--- config.mk ---
export PLATFORM = sky130hd
export DESIGN_NAME = can_msg_ctrl
export DESIGN_NICKNAME = d
export VERILOG_FILES = /design/src/design/can_msg_ctrl_pkg.sv /design/src/design/can_msg_ctrl.sv
export SDC_FILE = /design/constraint.sdc
export NUM_CORES = 1
export LEC_CHECK = 0
export ABC_AREA = 0
export BUFFER_PORTS_ARGS = -buffer_cell sky130_fd_sc_hd__buf_2
export CORE_UTILIZATION = 46
export DETAILED_ROUTE_END_ITERATION = 6
export PLACE_DENSITY = 0.82
export REMOVE_ABC_BUFFERS = 1
export SYNTH_ARGS = -nofsm -noshare
export SYNTH_HDL_FRONTEND = slang
export SYNTH_SLANG_ARGS = --single-unit
--- constraint.sdc ---
create_clock -name clk -period 2.1 [get_ports clk]
set_input_delay 0.105 -clock clk [delete_from_list [all_inputs] [get_ports clk]]
set_output_delay 0.105 -clock clk [all_outputs]
set_load 0.01 [all_outputs]
--- src/design/can_msg_ctrl_pkg.sv ---
// package for the message object control block: register map, field
// positions, reset values, carrier structs and shared field functions.
// assumes a 32-bit avalon-mm byte-addressed register bus.
package can_msg_ctrl_pkg;

  // register byte addresses
  localparam logic [31:0] IF1_CTRL_ADDR = 32'h4005_0038; // interface 1 message control
  localparam logic [31:0] IF2_CTRL_ADDR = 32'h4005_0098; // interface 2 message control
  localparam logic [31:0] VALID_ADDR = 32'h4005_0100; // object valid bits
  localparam logic [31:0] IRQ_STATUS_ADDR = 32'h4005_0104; // sticky event status, w1c
  localparam logic [31:0] IRQ_MASK_ADDR = 32'h4005_0108; // event mask
  localparam logic [31:0] IRQ_ID_ADDR = 32'h4005_010C; // interrupt identifier

  // control word field positions
  localparam int DLC_LSB = 0; // data length code low bit
  localparam int DLC_MSB = 3; // data length code high bit
  localparam int END_BUF_BIT = 7; // end of buffer
  localparam int TX_REQ_BIT = 8; // transmit request
  localparam int REMOTE_EN_BIT = 9; // remote reply enable
  localparam int RX_IRQ_EN_BIT = 10; // receive irq enable
  localparam int TX_IRQ_EN_BIT = 11; // transmit irq enable
  localparam int IRQ_PEND_BIT = 13; // object irq pending

  // sizes and values
  localparam int NUM_OBJ = 2; // objects, one behind each interface register
  localparam int NUM_EVT = 3; // event status bits
  localparam int EVT_RX = 0; // data frame stored
  localparam int EVT_TX = 1; // frame transmitted
  localparam int EVT_RMT = 2; // remote frame answered
  localparam logic [3:0] MAX_BYTES = 4'h8; // largest payload
  localparam logic [31:0] WORD_ZERO = 32'h0000_0000; // reset and unmapped read value
  localparam logic [NUM_OBJ-1:0] VALID_RESET = 2'h0; // objects start invalid
  localparam logic [NUM_EVT-1:0] EVT_RESET = 3'h0; // status and mask reset

  // control fields of one message object
  typedef struct packed {
    logic [3:0] data_length_code; // frame length code
    logic end_of_buffer_flag; // last of a fifo chain or standalone
    logic transmit_request; // transmission pending
    logic remote_reply_enable; // remote frame sets transmit request
    logic receive_irq_enable; // reception sets pending
    logic transmit_irq_enable; // transmission sets pending
    logic object_irq_pending; // object is an interrupt source
  } obj_ctrl_t;

  // events from the message handler
  typedef struct packed {
    logic rx_data; // data frame stored, one-cycle pulse
    logic rx_remote; // matching remote frame received, pulse
    logic tx_done; // frame sent successfully, pulse
    logic obj; // object the event concerns
    logic [3:0] dlc; // length code of the received data frame
  } hnd_evt_t;

  localparam obj_ctrl_t CTRL_RESET = '0; // all control fields clear

  // control fields to bus word, reserved bits zero
  function automatic logic [31:0] ctrl_to_word(obj_ctrl_t c);
    logic [31:0] w;
    w = WORD_ZERO;
    w[DLC_MSB:DLC_LSB] = c.data_length_code;
    w[END_BUF_BIT] = c.end_of_buffer_flag;
    w[TX_REQ_BIT] = c.transmit_request;
    w[REMOTE_EN_BIT] = c.remote_reply_enable;
    w[RX_IRQ_EN_BIT] = c.receive_irq_enable;
    w[TX_IRQ_EN_BIT] = c.transmit_irq_enable;
    w[IRQ_PEND_BIT] = c.object_irq_pending;
    return w;
  endfunction

  // bus word to control fields
  function automatic obj_ctrl_t word_to_ctrl(logic [31:0] w);
    obj_ctrl_t c;
    c.data_length_code = w[DLC_MSB:DLC_LSB];
    c.end_of_buffer_flag = w[END_BUF_BIT];
    c.transmit_request = w[TX_REQ_BIT];
    c.remote_reply_enable = w[REMOTE_EN_BIT];
    c.receive_irq_enable = w[RX_IRQ_EN_BIT];
    c.transmit_irq_enable = w[TX_IRQ_EN_BIT];
    c.object_irq_pending = w[IRQ_PEND_BIT];
    return c;
  endfunction

  // length code to payload bytes, codes above eight mean eight
  function automatic logic [3:0] payload_of(logic [3:0] dlc);
    return (dlc > MAX_BYTES) ? MAX_BYTES : dlc;
  endfunction

endpackage

--- src/design/can_msg_ctrl.sv ---
// message control logic for two can message objects, each reached
// through one interface control register over avalon-mm.
// assumes the message handler gives one-cycle event pulses on clk and
// an avalon master that holds its request until waitrequest is low.
//
// Contract
// - length codes 0..8 mean that many bytes
// - length codes 9..15 mean eight bytes
// - stored data frame overwrites the length code
// - end-of-buffer flag marks fifo chain end
// - transmit request reads one while sending pends
// - remote reply enable sets transmit request
// - receive irq enable sets pending on reception
// - transmit irq enable sets pending on transmission
// - pending object reported by interrupt identifier
// - invalid objects are ignored by handler
`timescale 1ns/1ns
`default_nettype none

module can_msg_ctrl (
  input wire logic clk, // 50 mhz system clock
  input wire logic rst_b, // synchronous reset, active low
  input wire logic [31:0] avs_address, // byte address
  input wire logic avs_read, // read request
  input wire logic avs_write, // write request
  input wire logic [31:0] avs_writedata, // write data
  input wire logic [3:0] avs_byteenable, // write byte lanes
  output logic [31:0] avs_readdata, // read data, registered
  output logic avs_waitrequest, // stall, combinational
  input wire can_msg_ctrl_pkg::hnd_evt_t evt, // message handler events
  output logic [1:0] tx_pending, // object waits to transmit
  output logic [1:0] rx_accept, // object may take frames
  output logic [1:0] eob_flags, // end-of-buffer per object
  output logic [7:0] payload_bytes, // byte counts, object 1 high nibble
  output logic [1:0] obj_irq_id, // 0 none, else pending object plus one
  output logic irq // level interrupt
);

  // bus handshake state
  logic ack; // answer cycle of a request
  logic req; // read or write present
  logic rd_take; // read completes this edge
  logic wr_take; // write completes this edge
  logic [31:0] rd_word; // read mux result
  logic [31:0] be_mask; // byte lanes as bit mask

  // message object state
  can_msg_ctrl_pkg::obj_ctrl_t ctrl [can_msg_ctrl_pkg::NUM_OBJ]; // object control
  can_msg_ctrl_pkg::obj_ctrl_t next_ctrl [can_msg_ctrl_pkg::NUM_OBJ]; // next control
  logic [can_msg_ctrl_pkg::NUM_OBJ-1:0] valid; // object valid bits
  logic [can_msg_ctrl_pkg::NUM_OBJ-1:0] ctrl_hit; // write hits an object register
  logic [can_msg_ctrl_pkg::NUM_OBJ-1:0] evt_hit; // event targets a valid object

  // interrupt state
  logic [can_msg_ctrl_pkg::NUM_EVT-1:0] sts; // sticky events
  logic [can_msg_ctrl_pkg::NUM_EVT-1:0] mask; // event enables
  logic [can_msg_ctrl_pkg::NUM_EVT-1:0] sts_set; // events this cycle
  logic [1:0] next_irq_id; // identifier from next pending bits

  // request decode
  assign req = avs_read | avs_write;
  assign avs_waitrequest = req & ~ack;
  assign rd_take = avs_read & ack;
  assign wr_take = avs_write & ack;
  assign be_mask = {{8{avs_byteenable[3]}}, {8{avs_byteenable[2]}},
                    {8{avs_byteenable[1]}}, {8{avs_byteenable[0]}}};
  assign ctrl_hit[0] = wr_take && (avs_address == can_msg_ctrl_pkg::IF1_CTRL_ADDR);
  assign ctrl_hit[1] = wr_take && (avs_address == can_msg_ctrl_pkg::IF2_CTRL_ADDR);

  // handler events only reach valid objects
  assign evt_hit[0] = valid[0] && (evt.obj == 1'b0);
  assign evt_hit[1] = valid[1] && (evt.obj == 1'b1);

  // one wait cycle per request, then answer
  always_ff @(posedge clk) begin
    if (!rst_b) begin
      ack <= 1'b0;
    end else begin
      ack <= req & ~ack;
    end
  end

  // read mux, unmapped addresses read zero
  always_comb begin
    unique case (avs_address)
      can_msg_ctrl_pkg::IF1_CTRL_ADDR: rd_word = can_msg_ctrl_pkg::ctrl_to_word(ctrl[0]);
      can_msg_ctrl_pkg::IF2_CTRL_ADDR: rd_word = can_msg_ctrl_pkg::ctrl_to_word(ctrl[1]);
      can_msg_ctrl_pkg::VALID_ADDR: rd_word = {30'h0000_0000, valid};
      can_msg_ctrl_pkg::IRQ_STATUS_ADDR: rd_word = {29'h0000_0000, sts};
      can_msg_ctrl_pkg::IRQ_MASK_ADDR: rd_word = {29'h0000_0000, mask};
      can_msg_ctrl_pkg::IRQ_ID_ADDR: rd_word = {30'h0000_0000, obj_irq_id};
      default: rd_word = can_msg_ctrl_pkg::WORD_ZERO;
    endcase
  end

  // read data captured in the wait cycle, stands through the answer
  always_ff @(posedge clk) begin
    if (!rst_b) begin
      avs_readdata <= can_msg_ctrl_pkg::WORD_ZERO;
    end else if (avs_read && !ack) begin
      avs_readdata <= rd_word;
    end
  end

  // next control per object: software write, then handler events win
  always_comb begin
    for (int i = 0; i < can_msg_ctrl_pkg::NUM_OBJ; i++) begin
      next_ctrl[i] = ctrl[i];
      // software write with byte lanes
      if (ctrl_hit[i]) begin
        next_ctrl[i] = can_msg_ctrl_pkg::word_to_ctrl(
          (can_msg_ctrl_pkg::ctrl_to_word(ctrl[i]) & ~be_mask) | (avs_writedata & be_mask));
      end
      // stored data frame
      if (evt_hit[i] && evt.rx_data) begin
        next_ctrl[i].data_length_code = evt.dlc;
        if (ctrl[i].receive_irq_enable) begin
          next_ctrl[i].object_irq_pending = 1'b1;
        end
      end
      // successful transmission
      if (evt_hit[i] && evt.tx_done) begin
        next_ctrl[i].transmit_request = 1'b0;
        if (ctrl[i].transmit_irq_enable) begin
          next_ctrl[i].object_irq_pending = 1'b1;
        end
      end
      // remote frame answer, set beats any clear
      if (evt_hit[i] && evt.rx_remote && ctrl[i].remote_reply_enable) begin
        next_ctrl[i].transmit_request = 1'b1;
      end
    end
  end

  // object control registers
  always_ff @(posedge clk) begin
    if (!rst_b) begin
      for (int i = 0; i < can_msg_ctrl_pkg::NUM_OBJ; i++) begin
        ctrl[i] <= can_msg_ctrl_pkg::CTRL_RESET;
      end
    end else begin
      for (int i = 0; i < can_msg_ctrl_pkg::NUM_OBJ; i++) begin
        ctrl[i] <= next_ctrl[i];
      end
    end
  end

  // object valid register
  always_ff @(posedge clk) begin
    if (!rst_b) begin
      valid <= can_msg_ctrl_pkg::VALID_RESET;
    end else if (wr_take && (avs_address == can_msg_ctrl_pkg::VALID_ADDR)
                 && avs_byteenable[0]) begin
      valid <= avs_writedata[can_msg_ctrl_pkg::NUM_OBJ-1:0];
    end
  end

  // per-object outputs from flops
  always_ff @(posedge clk) begin
    if (!rst_b) begin
      payload_bytes <= 8'h00;
      eob_flags <= 2'h0;
    end else begin
      // decode capped at eight bytes
      payload_bytes <= {can_msg_ctrl_pkg::payload_of(next_ctrl[1].data_length_code),
                        can_msg_ctrl_pkg::payload_of(next_ctrl[0].data_length_code)};
      eob_flags <= {next_ctrl[1].end_of_buffer_flag,
                    next_ctrl[0].end_of_buffer_flag};
    end
  end

  // handler facing levels
  assign tx_pending = {ctrl[1].transmit_request & valid[1],
                       ctrl[0].transmit_request & valid[0]};
  assign rx_accept = valid;

  // identifier: lowest object number has highest priority
  always_comb begin
    if (next_ctrl[0].object_irq_pending) begin
      next_irq_id = 2'h1;
    end else if (next_ctrl[1].object_irq_pending) begin
      next_irq_id = 2'h2;
    end else begin
      next_irq_id = 2'h0;
    end
  end

  always_ff @(posedge clk) begin
    if (!rst_b) begin
      obj_irq_id <= 2'h0;
    end else begin
      obj_irq_id <= next_irq_id;
    end
  end

  // event sources for the status register
  assign sts_set[can_msg_ctrl_pkg::EVT_RX] = |evt_hit && evt.rx_data;
  assign sts_set[can_msg_ctrl_pkg::EVT_TX] = |evt_hit && evt.tx_done;
  assign sts_set[can_msg_ctrl_pkg::EVT_RMT] = |evt_hit && evt.rx_remote
    && ((evt_hit[0] && ctrl[0].remote_reply_enable)
        || (evt_hit[1] && ctrl[1].remote_reply_enable));

  // sticky status, write one clears, a new event wins over the clear
  always_ff @(posedge clk) begin
    if (!rst_b) begin
      sts <= can_msg_ctrl_pkg::EVT_RESET;
    end else if (wr_take && (avs_address == can_msg_ctrl_pkg::IRQ_STATUS_ADDR)
                 && avs_byteenable[0]) begin
      sts <= (sts & ~avs_writedata[can_msg_ctrl_pkg::NUM_EVT-1:0]) | sts_set;
    end else begin
      sts <= sts | sts_set;
    end
  end

  // interrupt mask
  always_ff @(posedge clk) begin
    if (!rst_b) begin
      mask <= can_msg_ctrl_pkg::EVT_RESET;
    end else if (wr_take && (avs_address == can_msg_ctrl_pkg::IRQ_MASK_ADDR)
                 && avs_byteenable[0]) begin
      mask <= avs_writedata[can_msg_ctrl_pkg::NUM_EVT-1:0];
    end
  end

  // level interrupt from flops
  assign irq = |(sts & mask);
endmodule

`default_nettype wire

==> run_results.csv, run 1 <==
group,metric,value,unit
placed_design,place_ws,0.0107,ns
clock_network,cts_resized,0,
clock_network,cts_hold_buf,0,
setup_path,start_kind,"register",
die,fp.dieW,76.9,µm
outcome,status,"finished, final reports clean",
cells_and_area,drive_gt1_frac,0.324,
timing,slew_headroom,0.626,
clock_network,clkTransAtPathRegs,0.09,ns
timing,slew_viol_final,0,
clock_network,h-tree-depth,2,
setup_path,crit_path_cell_trace,"and3_1 > nand2_1 > nor4_4 > mux2_4 > a221oi_2 > and4b_1",
clock_network,cts-root-buf,"clkbuf_8",
logic_synthesis,ys_seq_area_frac,0.357,
global_route,grt_usage,0.234,
logic_synthesis,synth_ff_type,"dfxtp_1",
cells_and_area,layout_common_cells,"buf_2 (83), dfxtp_1 (46), nor2_1 (30)",
timing,finalSetupTns,0,ns
route,route.detailed.drc,0,
cells_and_area,layout_commonest_cell,"buf_2",
setup_path,rrSetupSlack,0.23,ns
cells_and_area,insertedDiodeCount,0,
global_route,antenna_found_initial,0,
cells_and_area,area_delta_synth_final,21.1,%
route,viasPerCell,5.51,
power_and_ir_drop,seqPwrFrac,0.518,
setup_path,worst-r2r-cell-count,6,
logic_synthesis,synthCells,284,
logic_synthesis,syn_avg_cell_area,9.08,µm²
setup_path,worstPathRequired,2.30,ns
global_route,grt_pass1_wl,11100,µm
clock_network,cts_inserted_buffers,5,
setup_path,worstPathMaxFanout,7,
logic_synthesis,yosysWarnings,0,
flow_run,maxCapViolations,0,
power_and_ir_drop,comb_power_share,0.097,
logic_synthesis,synth_area,2580,µm²
timing,fmax,534,MHz
timing,hold_viol_final,0,
setup_path,r2r-end,"obj_irq_id[1]",
route,dr.pass1.iters,4,
placed_design,dpl.hpwl,5250,µm
cells_and_area,fill_cells,489,
placed_design,place_area,3020,µm²
die,start_util,0.493,
timing,period_needed,1.87,ns
setup_path,end_kind,"register",
placed_design,place.gp.congestion,0.908,
timing,rsz0062_at_grt,"no",
min_path,holdCritStartpoint,"avs_writedata[7]",
route,drtAntennaViolNets,0,
cells_and_area,fin_area,3130,µm²
min_path,hold_path.class,"in -> reg",
clock_network,clock_latency,0.30,ns
die,dieArea,5910,µm²
timing,tightest_slew,0.559,ns
setup_path,max_stage_delay,0.42,ns
route,wl,6720,µm
cells_and_area,seq_area,921,µm²
die,die-height,76.9,µm
power_and_ir_drop,p_int,0.00129,W
logic_synthesis,synthTopCellsByArea,"dfxtp_1 (36%), mux2i_1 (8.1%), buf_4 (7.9%)",
global_route,grt_max_degree,17,
logic_synthesis,synth_area_leader_cell,"dfxtp_1",
logic_synthesis,ys_seq_elements,46,
logic_synthesis,async_flop_share,0,
clock_network,cts_max_path_buffers,2,
clock_network,cts_tree,"done",
power_and_ir_drop,p_clk_frac,0.385,
logic_synthesis,synth-edff-count,0,
power_and_ir_drop,ir_worst_vdd,339,µV
timing,fin_crit_sh,0.892,
cells_and_area,layout.nets,452,
power_and_ir_drop,p_sw,0.000403,W
timing,setup_slack,0.227,ns
route,routedWlPerCell,15.2,µm
setup_path,critPathKind,"reg -> reg",
power_and_ir_drop,power_leakage,1.43,nW
logic_synthesis,synth_top_area_share,0.357,
route,first_iter_violations,127,
setup_path,timing.rr.start,"ack",
min_path,holdPathStages,3,
clock_network,cts_setup_buffers,0,
logic_synthesis,yosysUniqueCellTypes,49,
setup_path,crit_family,"simple AND/OR/NAND/NOR gates",
die,row_count,26,
cells_and_area,multi_input_area,1500,µm²
power_and_ir_drop,sw_frac_of_total,0.238,
die,core,5240,µm²
setup_path,critPathBufInv,0,
timing,finClkSkew,0.00832,ns
clock_network,cts.sinks,46,
setup_path,arrival,2.07,ns
timing,setup_viol,0,
global_route,overflow,0,
placed_design,port_buffers,83,
power_and_ir_drop,powerDensity,543,nW/µm²
die,ios,130,
global_route,grt_pass1_vias,2363,
route,num_vias,2442,
setup_path,critPathSlowestCell,"dfxtp_1",
cells by family after synthesis:
| kind of cell | Yosys count | share of synthesized area |
|---|---|---|
| and+or+nand+nor | 109 | 0.271 |
| AOI/OAI and AO/OA | 64 | 0.168 |
| DFF | 46 | 0.357 |
| buffers and inverters | 37 | 0.0931 |
| muxes | 27 | 0.109 |
| other | 1 | 0.00145 |
metrics by stage:
stage	hold WS (ns)	std cells	power, W	util
floorplan	0.227	271	0.000963	-
global placement	0.353	435	0.00106	0.576
detailed placement	0.366	435	0.00106	0.576
CTS	0.0513	443	0.00170	0.597
global route	0.0869	443	0.00176	0.597
finish	0.0545	443	0.00170	0.597
power groups by stage:
stage	Clock, W	Combinational, W	Sequential (W)
final	0.000654	0.000164	0.000879
after global routing	0.000697	0.000181	0.000880
after CTS	0.000662	0.000162	0.000879
after detailed placement	0	0.000161	0.000900
after global placement	0	0.000158	0.000900
after floorplan	0	0.0000627	0.000900
per-layer routing:
| metal | wire length (µm) | GRT usage |
|---|---|---|
| met5 | 0 | 0 |
| met2 | 3170 | 0.400 |
| met4 | 193 | 0.100 |
| met3 | 515 | 0.0417 |
| met1 | 2830 | 0.287 |
Yosys cell counts (2+ instances only):
master and n:
buf_4 27, mux2_2 4, a32o_1 2, nand2_1 14, o21ai_0 14, nand2b_1 2, and4_1 2, a22oi_1 10
nand3_1 11, nor4_4 3, a31oi_1 4, or3_1 2, a211oi_1 4, nor2b_1 5, and4bb_2 2, nor3_1 5
inv_1 3, and3_1 9, a2bb2oi_1 8, clkbuf_1 7, dfxtp_1 46, nand4_1 3, mux2i_1 21, nor3_4 2
a21oi_1 14, nand3b_1 3, and2_1 6, nor2_1 30
area by class of cell:
type | count | area share
multi-input cells | 222 | 0.479
well taps | 70 | 0.0280
clock inverters | 2 | 0.0120
inverters | 3 | 0.00360
clock buffers | 6 | 0.0232
repair buffers | 94 | 0.159
flip-flops and latches | 46 | 0.295
worst reg2reg max path, delay by kind of cell, from the launching register on:
family	cells	cell delay, ns
mux	1	0.34
simple gates	4	0.81
flops	1	0.42
compound gates	1	0.20
worst max-delay path by stage:
stage	from	endpoint	slack [ns]	depth (start not counted)
finish	ack	obj_irq_id[1]	0.23	6
global route	ack	obj_irq_id[1]	0.11	6
CTS	ack	obj_irq_id[1]	0.24	6
detailed placement	avs_address[12]	payload_bytes[6]	0.01	7
global placement	avs_address[12]	payload_bytes[4]	0.06	7
floorplan	avs_address[29]	obj_irq_id[1]	0.16	6
Power figures use the tool's default switching activity.
==> inputs of run 2 (changes only) <==
RECOVER_POWER = 50   (was not set)
==> run 2 against run 1 <==
Combinational power about the same. Register-to-register slack barely moved. Largest cell class unchanged. Cell area is 1.9% lower. Clock power is essentially flat. Worst setup slack improved by 0.0024 ns. Sequential share of layout area grew 0.57 points. Global-route usage stayed put. First-iteration DRC count up 23%. Critical path type unchanged. Largest power group unchanged. Power decreased by 0.31%. Core utilization decreased by 1.1 points. Critical endpoint unchanged. Cell count unchanged.
==> run_results.csv, run 2 (synthesized netlist as in run 1, its figures left out) <==
group,metric,value,unit
placed_design,dpl.hpwl,5250,µm
timing,setup_viol,0,
min_path,hold_path.class,"in -> reg",
global_route,overflow,0,
setup_path,timing.rr.start,"ack",
power_and_ir_drop,p_clk_frac,0.385,
route,dr.pass1.iters,4,
cells_and_area,layout.nets,452,
timing,rsz0062_at_grt,"no",
clock_network,clock_latency,0.30,ns
die,dieArea,5910,µm²
timing,fin_crit_sh,0.891,
placed_design,port_buffers,83,
cells_and_area,layout_commonest_cell,"buf_2",
outcome,status,"finished, final reports clean",
die,row_count,26,
power_and_ir_drop,powerDensity,552,nW/µm²
timing,hold_viol_final,0,
timing,tightest_slew,0.581,ns
power_and_ir_drop,ir_worst_vdd,338,µV
cells_and_area,multi_input_area,1480,µm²
die,ios,130,
route,routedWlPerCell,15.2,µm
clock_network,cts_hold_buf,0,
cells_and_area,insertedDiodeCount,0,
power_and_ir_drop,p_sw,0.000400,W
timing,period_needed,1.87,ns
die,core,5240,µm²
cells_and_area,layout_common_cells,"buf_2 (54), dfxtp_1 (46), clkbuf_1 (32)",
clock_network,h-tree-depth,2,
timing,finalSetupTns,0,ns
cells_and_area,fin_cells,443,
setup_path,start_kind,"register",
setup_path,critPathKind,"reg -> reg",
route,wl,6710,µm
route,viasPerCell,5.52,
timing,finClkSkew,0.00783,ns
clock_network,clkTransAtPathRegs,0.09,ns
global_route,grt_pass1_wl,11100,µm
global_route,grt_max_degree,17,
clock_network,cts.sinks,46,
setup_path,worstPathMaxFanout,7,
cells_and_area,fill_cells,504,
timing,fmax,535,MHz
timing,slew_viol_final,0,
clock_network,cts_resized,0,
placed_design,placedCellCount,435,
setup_path,crit_start,"ack",
min_path,holdCritStartpoint,"avs_writedata[7]",
clock_network,cts_setup_buffers,0,
route,first_iter_violations,156,
die,start_util,0.493,
setup_path,worstPathRequired,2.30,ns
cells_and_area,seq_area,921,µm²
setup_path,arrival,2.07,ns
timing,slew_headroom,0.611,
route,route.detailed.drc,0,
cells_and_area,drive_gt1_frac,0.239,
power_and_ir_drop,seqPwrFrac,0.520,
power_and_ir_drop,comb_power_share,0.095,
timing,fin_hold_ws,0.0545,ns
route,num_vias,2446,
clock_network,cts_inserted_buffers,5,
die,fp.dieW,76.9,µm
setup_path,end_kind,"register",
clock_network,cts_tree,"done",
placed_design,place.gp.congestion,0.908,
cells_and_area,area_delta_synth_final,18.9,%
clock_network,cts-root-buf,"clkbuf_8",
global_route,grt_usage,0.234,
power_and_ir_drop,sw_frac_of_total,0.237,
flow_run,maxCapViolations,0,
global_route,grt_pass1_vias,2363,
power_and_ir_drop,power_leakage,1.29,nW
power_and_ir_drop,p_int,0.00129,W
global_route,antenna_found_initial,0,
die,die-height,76.9,µm
clock_network,cts_max_path_buffers,2,
route,drtAntennaViolNets,0,
==> run 2: changes by cell type in the layout (fill, tap and decap cells not counted), moves of 2 or more <==
| cell | delta |
|---|---|
| buf_2 | -29 |
| and2_0 | +2 |
| buf_4 | -2 |
| and2_1 | -2 |
| clkbuf_1 | +31 |
==> run 2: final timing paths <==
| check | endpoint | slack, ns | cells past startpoint |
|---|---|---|---|
| worst max register to register | obj_irq_id[1] | 0.23 | 6 |
| worst min-delay path | register | 0.05 | 3 |
| worst max-delay path | obj_irq_id[1] | 0.23 | 6 |
| worst min register to register | avs_readdata[2] | 0.45 | 2 |
==> run 2: final cells by class <==
class | count | share of cell area
Timing Repair Buffer | 94 | 0.148
Multi-Input combinational cell | 222 | 0.483
Inverter | 3 | 0.00367
Clock inverter | 2 | 0.0122
Clock buffer | 6 | 0.0237
Tap cell | 70 | 0.0286
Sequential cell | 46 | 0.300
==> run 2: routing by layer <==
layer / track usage / routed length (µm) / vias to the layer above
met4: 0.100 / 184 / 0
met1: 0.287 / 2830 / 1126
met3: 0.0417 / 535 / 19
li1: - / - / 1176
met5: 0 / 0 / -
met2: 0.400 / 3170 / 125
==> run 2: critical path, stage by stage (launching register included) <==
cell and delay, ns:
dfxtp_1 0.42, and3_1 0.23, nand2_1 0.10, nor4_4 0.26
mux2_4 0.34, a221oi_2 0.20, and4b_1 0.22
==> run 2: power groups by stage <==
| stage | logic [W] | clock network (W) | registers, W |
|---|---|---|---|
| 2_1_floorplan | 0.0000627 | 0 | 0.000900 |
| 3_3_place_gp | 0.000158 | 0 | 0.000900 |
| 3_5_place_dp | 0.000161 | 0 | 0.000900 |
| 4_1_cts | 0.000162 | 0.000662 | 0.000879 |
| 5_1_grt | 0.000178 | 0.000697 | 0.000880 |
| 6_report | 0.000161 | 0.000652 | 0.000879 |
==> run 2: stage by stage <==
step / utilization / area, µm² / worst slack (ns) / power, W
after floorplan: - / 2430 / 0.162 / 0.000963
after global placement: 0.576 / 3020 / 0.0643 / 0.00106
after detailed placement: 0.576 / 3020 / 0.0107 / 0.00106
after CTS: 0.597 / 3130 / 0.240 / 0.00170
after global routing: 0.586 / 3070 / 0.114 / 0.00176
final: 0.586 / 3070 / 0.229 / 0.00169
==> inputs of run 3 (changes only) <==
BUFFER_PORTS_ARGS = -buffer_cell sky130_fd_sc_hd__clkbuf_2   (was -buffer_cell sky130_fd_sc_hd__buf_2)
SETUP_SLACK_MARGIN = 0.3   (was not set)
SLEW_MARGIN = 20   (was not set)
==> run 3 against run 2 <==
Fmax grew 1.7%. Flip-flop and latch count is the same. Worst hold slack lost 0.0068 ns. Sequential power is essentially flat. Wire length grew 0.94%. Largest cell class unchanged. Combinational power grew 4%. Worst setup slack gained 0.032 ns. Global-route usage shrank 0.39 points. Clock power grew 23%. Core utilization grew 1.8 points. Power grew 9.1%.
==> run_results.csv, run 3 (synthesized netlist as in run 1, its figures left out) <==
group,metric,value,unit
outcome,status,"finished, final reports clean",
timing,fmax,544,MHz
die,dieArea,5910,µm²
timing,tightest_slew,0.572,ns
setup_path,critPathSlowestCell,"nor4_4",
timing,period_needed,1.84,ns
die,fp.dieW,76.9,µm
setup_path,worstPathMaxFanout,3,
setup_path,critPathBufInv,1,
flow_run,maxCapViolations,0,
placed_design,place.gp.congestion,0.914,
die,row_count,26,
global_route,grt_pass1_wl,10900,µm
cells_and_area,drive_gt1_frac,0.264,
placed_design,dpl.hpwl,5250,µm
setup_path,worstPathRequired,2.30,ns
route,viasPerCell,5.66,
cells_and_area,multi_input_area,1520,µm²
cells_and_area,area_delta_synth_final,22.6,%
cells_and_area,fill_cells,479,
cells_and_area,seq_area,925,µm²
timing,setup_viol,0,
clock_network,cts_inserted_buffers,5,
power_and_ir_drop,ir_worst_vdd,580,µV
clock_network,cts_tree,"done",
power_and_ir_drop,powerDensity,584,nW/µm²
clock_network,h-tree-depth,2,
route,route.detailed.drc,0,
route,dr.pass1.iters,5,
die,start_util,0.493,
route,num_vias,2519,
setup_path,start_kind,"primary input",
route,wl,6780,µm
global_route,grt_max_degree,26,
route,drtAntennaViolNets,0,
min_path,hold_path.class,"in -> reg",
power_and_ir_drop,power_leakage,1.33,nW
setup_path,crit_family,"simple AND/OR/NAND/NOR gates",
timing,slew_viol_final,0,
timing,finClkSkew,0.00359,ns
global_route,grt_pass1_vias,2333,
cells_and_area,layout_commonest_cell,"clkbuf_2",
timing,fin_crit_sh,0.875,
setup_path,crit_path_cell_trace,"clkbuf_1 > nor4b_4 > nand4_1 > nor4_4 > mux2_4 > a221oi_4 > and4b_1",
timing,slew_headroom,0.617,
timing,rsz0062_at_grt,"yes",
cells_and_area,insertedDiodeCount,0,
clock_network,cts.sinks,46,
placed_design,port_buffers,83,
setup_path,end_kind,"register",
cells_and_area,layout.nets,454,
die,die-height,76.9,µm
cells_and_area,layout_common_cells,"clkbuf_2 (55), dfxtp_1 (45), nor2_1 (30)",
global_route,overflow,0,
route,routedWlPerCell,15.2,µm
power_and_ir_drop,p_total,0.00185,W
global_route,grt_usage,0.231,
die,core,5240,µm²
clock_network,cts_max_path_buffers,2,
clock_network,clkTransAtPathRegs,0.08,ns
clock_network,cts-root-buf,"clkbuf_8",
timing,finalSetupTns,0,ns
timing,hold_viol_final,0,
setup_path,arrival,2.03,ns
route,first_iter_violations,127,
setup_path,critPathKind,"in -> reg",
global_route,antenna_found_initial,0,
setup_path,max_stage_delay,0.44,ns
clock_network,clock_latency,0.30,ns
die,ios,130,
## run 3: worst reg2reg max path, cell delays in order, from the launching register on
cell and delay (ns):
dfxtp_4 0.38, and3_4 0.21, nand2_2 0.06, nor4_4 0.30
mux2_4 0.35, a221oi_4 0.20, and4b_1 0.22
## run 3: power breakdown
group	switching [W]	internal (W)	leakage [nW]
sequential	0.00000422	0.000875	0.371
combinational	0.000103	0.0000644	0.889
clock	0.000293	0.000507	0.0714
## run 3: what timing repair did
| item | CTS | global route |
|---|---|---|
| hold buffers | 0 | 0 |
| cloned | 0 | 0 |
| gates resized for setup | 1 | 7 |
| buffers inserted | 0 | 1 |
| pin swaps | 0 | 1 |
| setup endpoints to repair | 1 | 11 |
## run 3: per-layer routing
metal | vias up | wire [µm] | GRT usage
li1 | 1188 | - | -
met1 | 1179 | 2910 | 0.289
met2 | 140 | 3240 | 0.402
met3 | 12 | 535 | 0.0381
met4 | 0 | 93 | 0.0692
met5 | - | 0 | 0
## run 3: final timing paths
check | startpoint | endpoint | slack, ns | cells past startpoint
hold / removal | evt[3] | ctrl[0][9] | 0.05 | 3
hold reg to reg | ack | ack | 0.47 | 1
setup reg to reg | ack | obj_irq_id[1] | 0.27 | 6
setup / recovery | avs_address[29] | obj_irq_id[1] | 0.26 | 7
## run 3: layout make-up
cell class                 instances  area share
multi-input combinational        222       0.481
tap                               70      0.0277
sequential                        46       0.292
timing repair buffer              96       0.150
clock inverter                     2      0.0190
clock buffer                       6      0.0261
inverter                           3     0.00356
## run 3: stage by stage
step | instance area [µm²] | setup slack, ns | hold slack, ns | utilization | instances
floorplan | 2430 | 0.162 | 0.227 | - | 271
global placement | 3020 | 0.0792 | 0.353 | 0.577 | 436
detailed placement | 3020 | 0.0295 | 0.357 | 0.577 | 436
CTS | 3170 | 0.313 | 0.0458 | 0.605 | 444
global route | 3160 | 0.161 | 0.0607 | 0.604 | 445
finish | 3160 | 0.261 | 0.0477 | 0.604 | 445
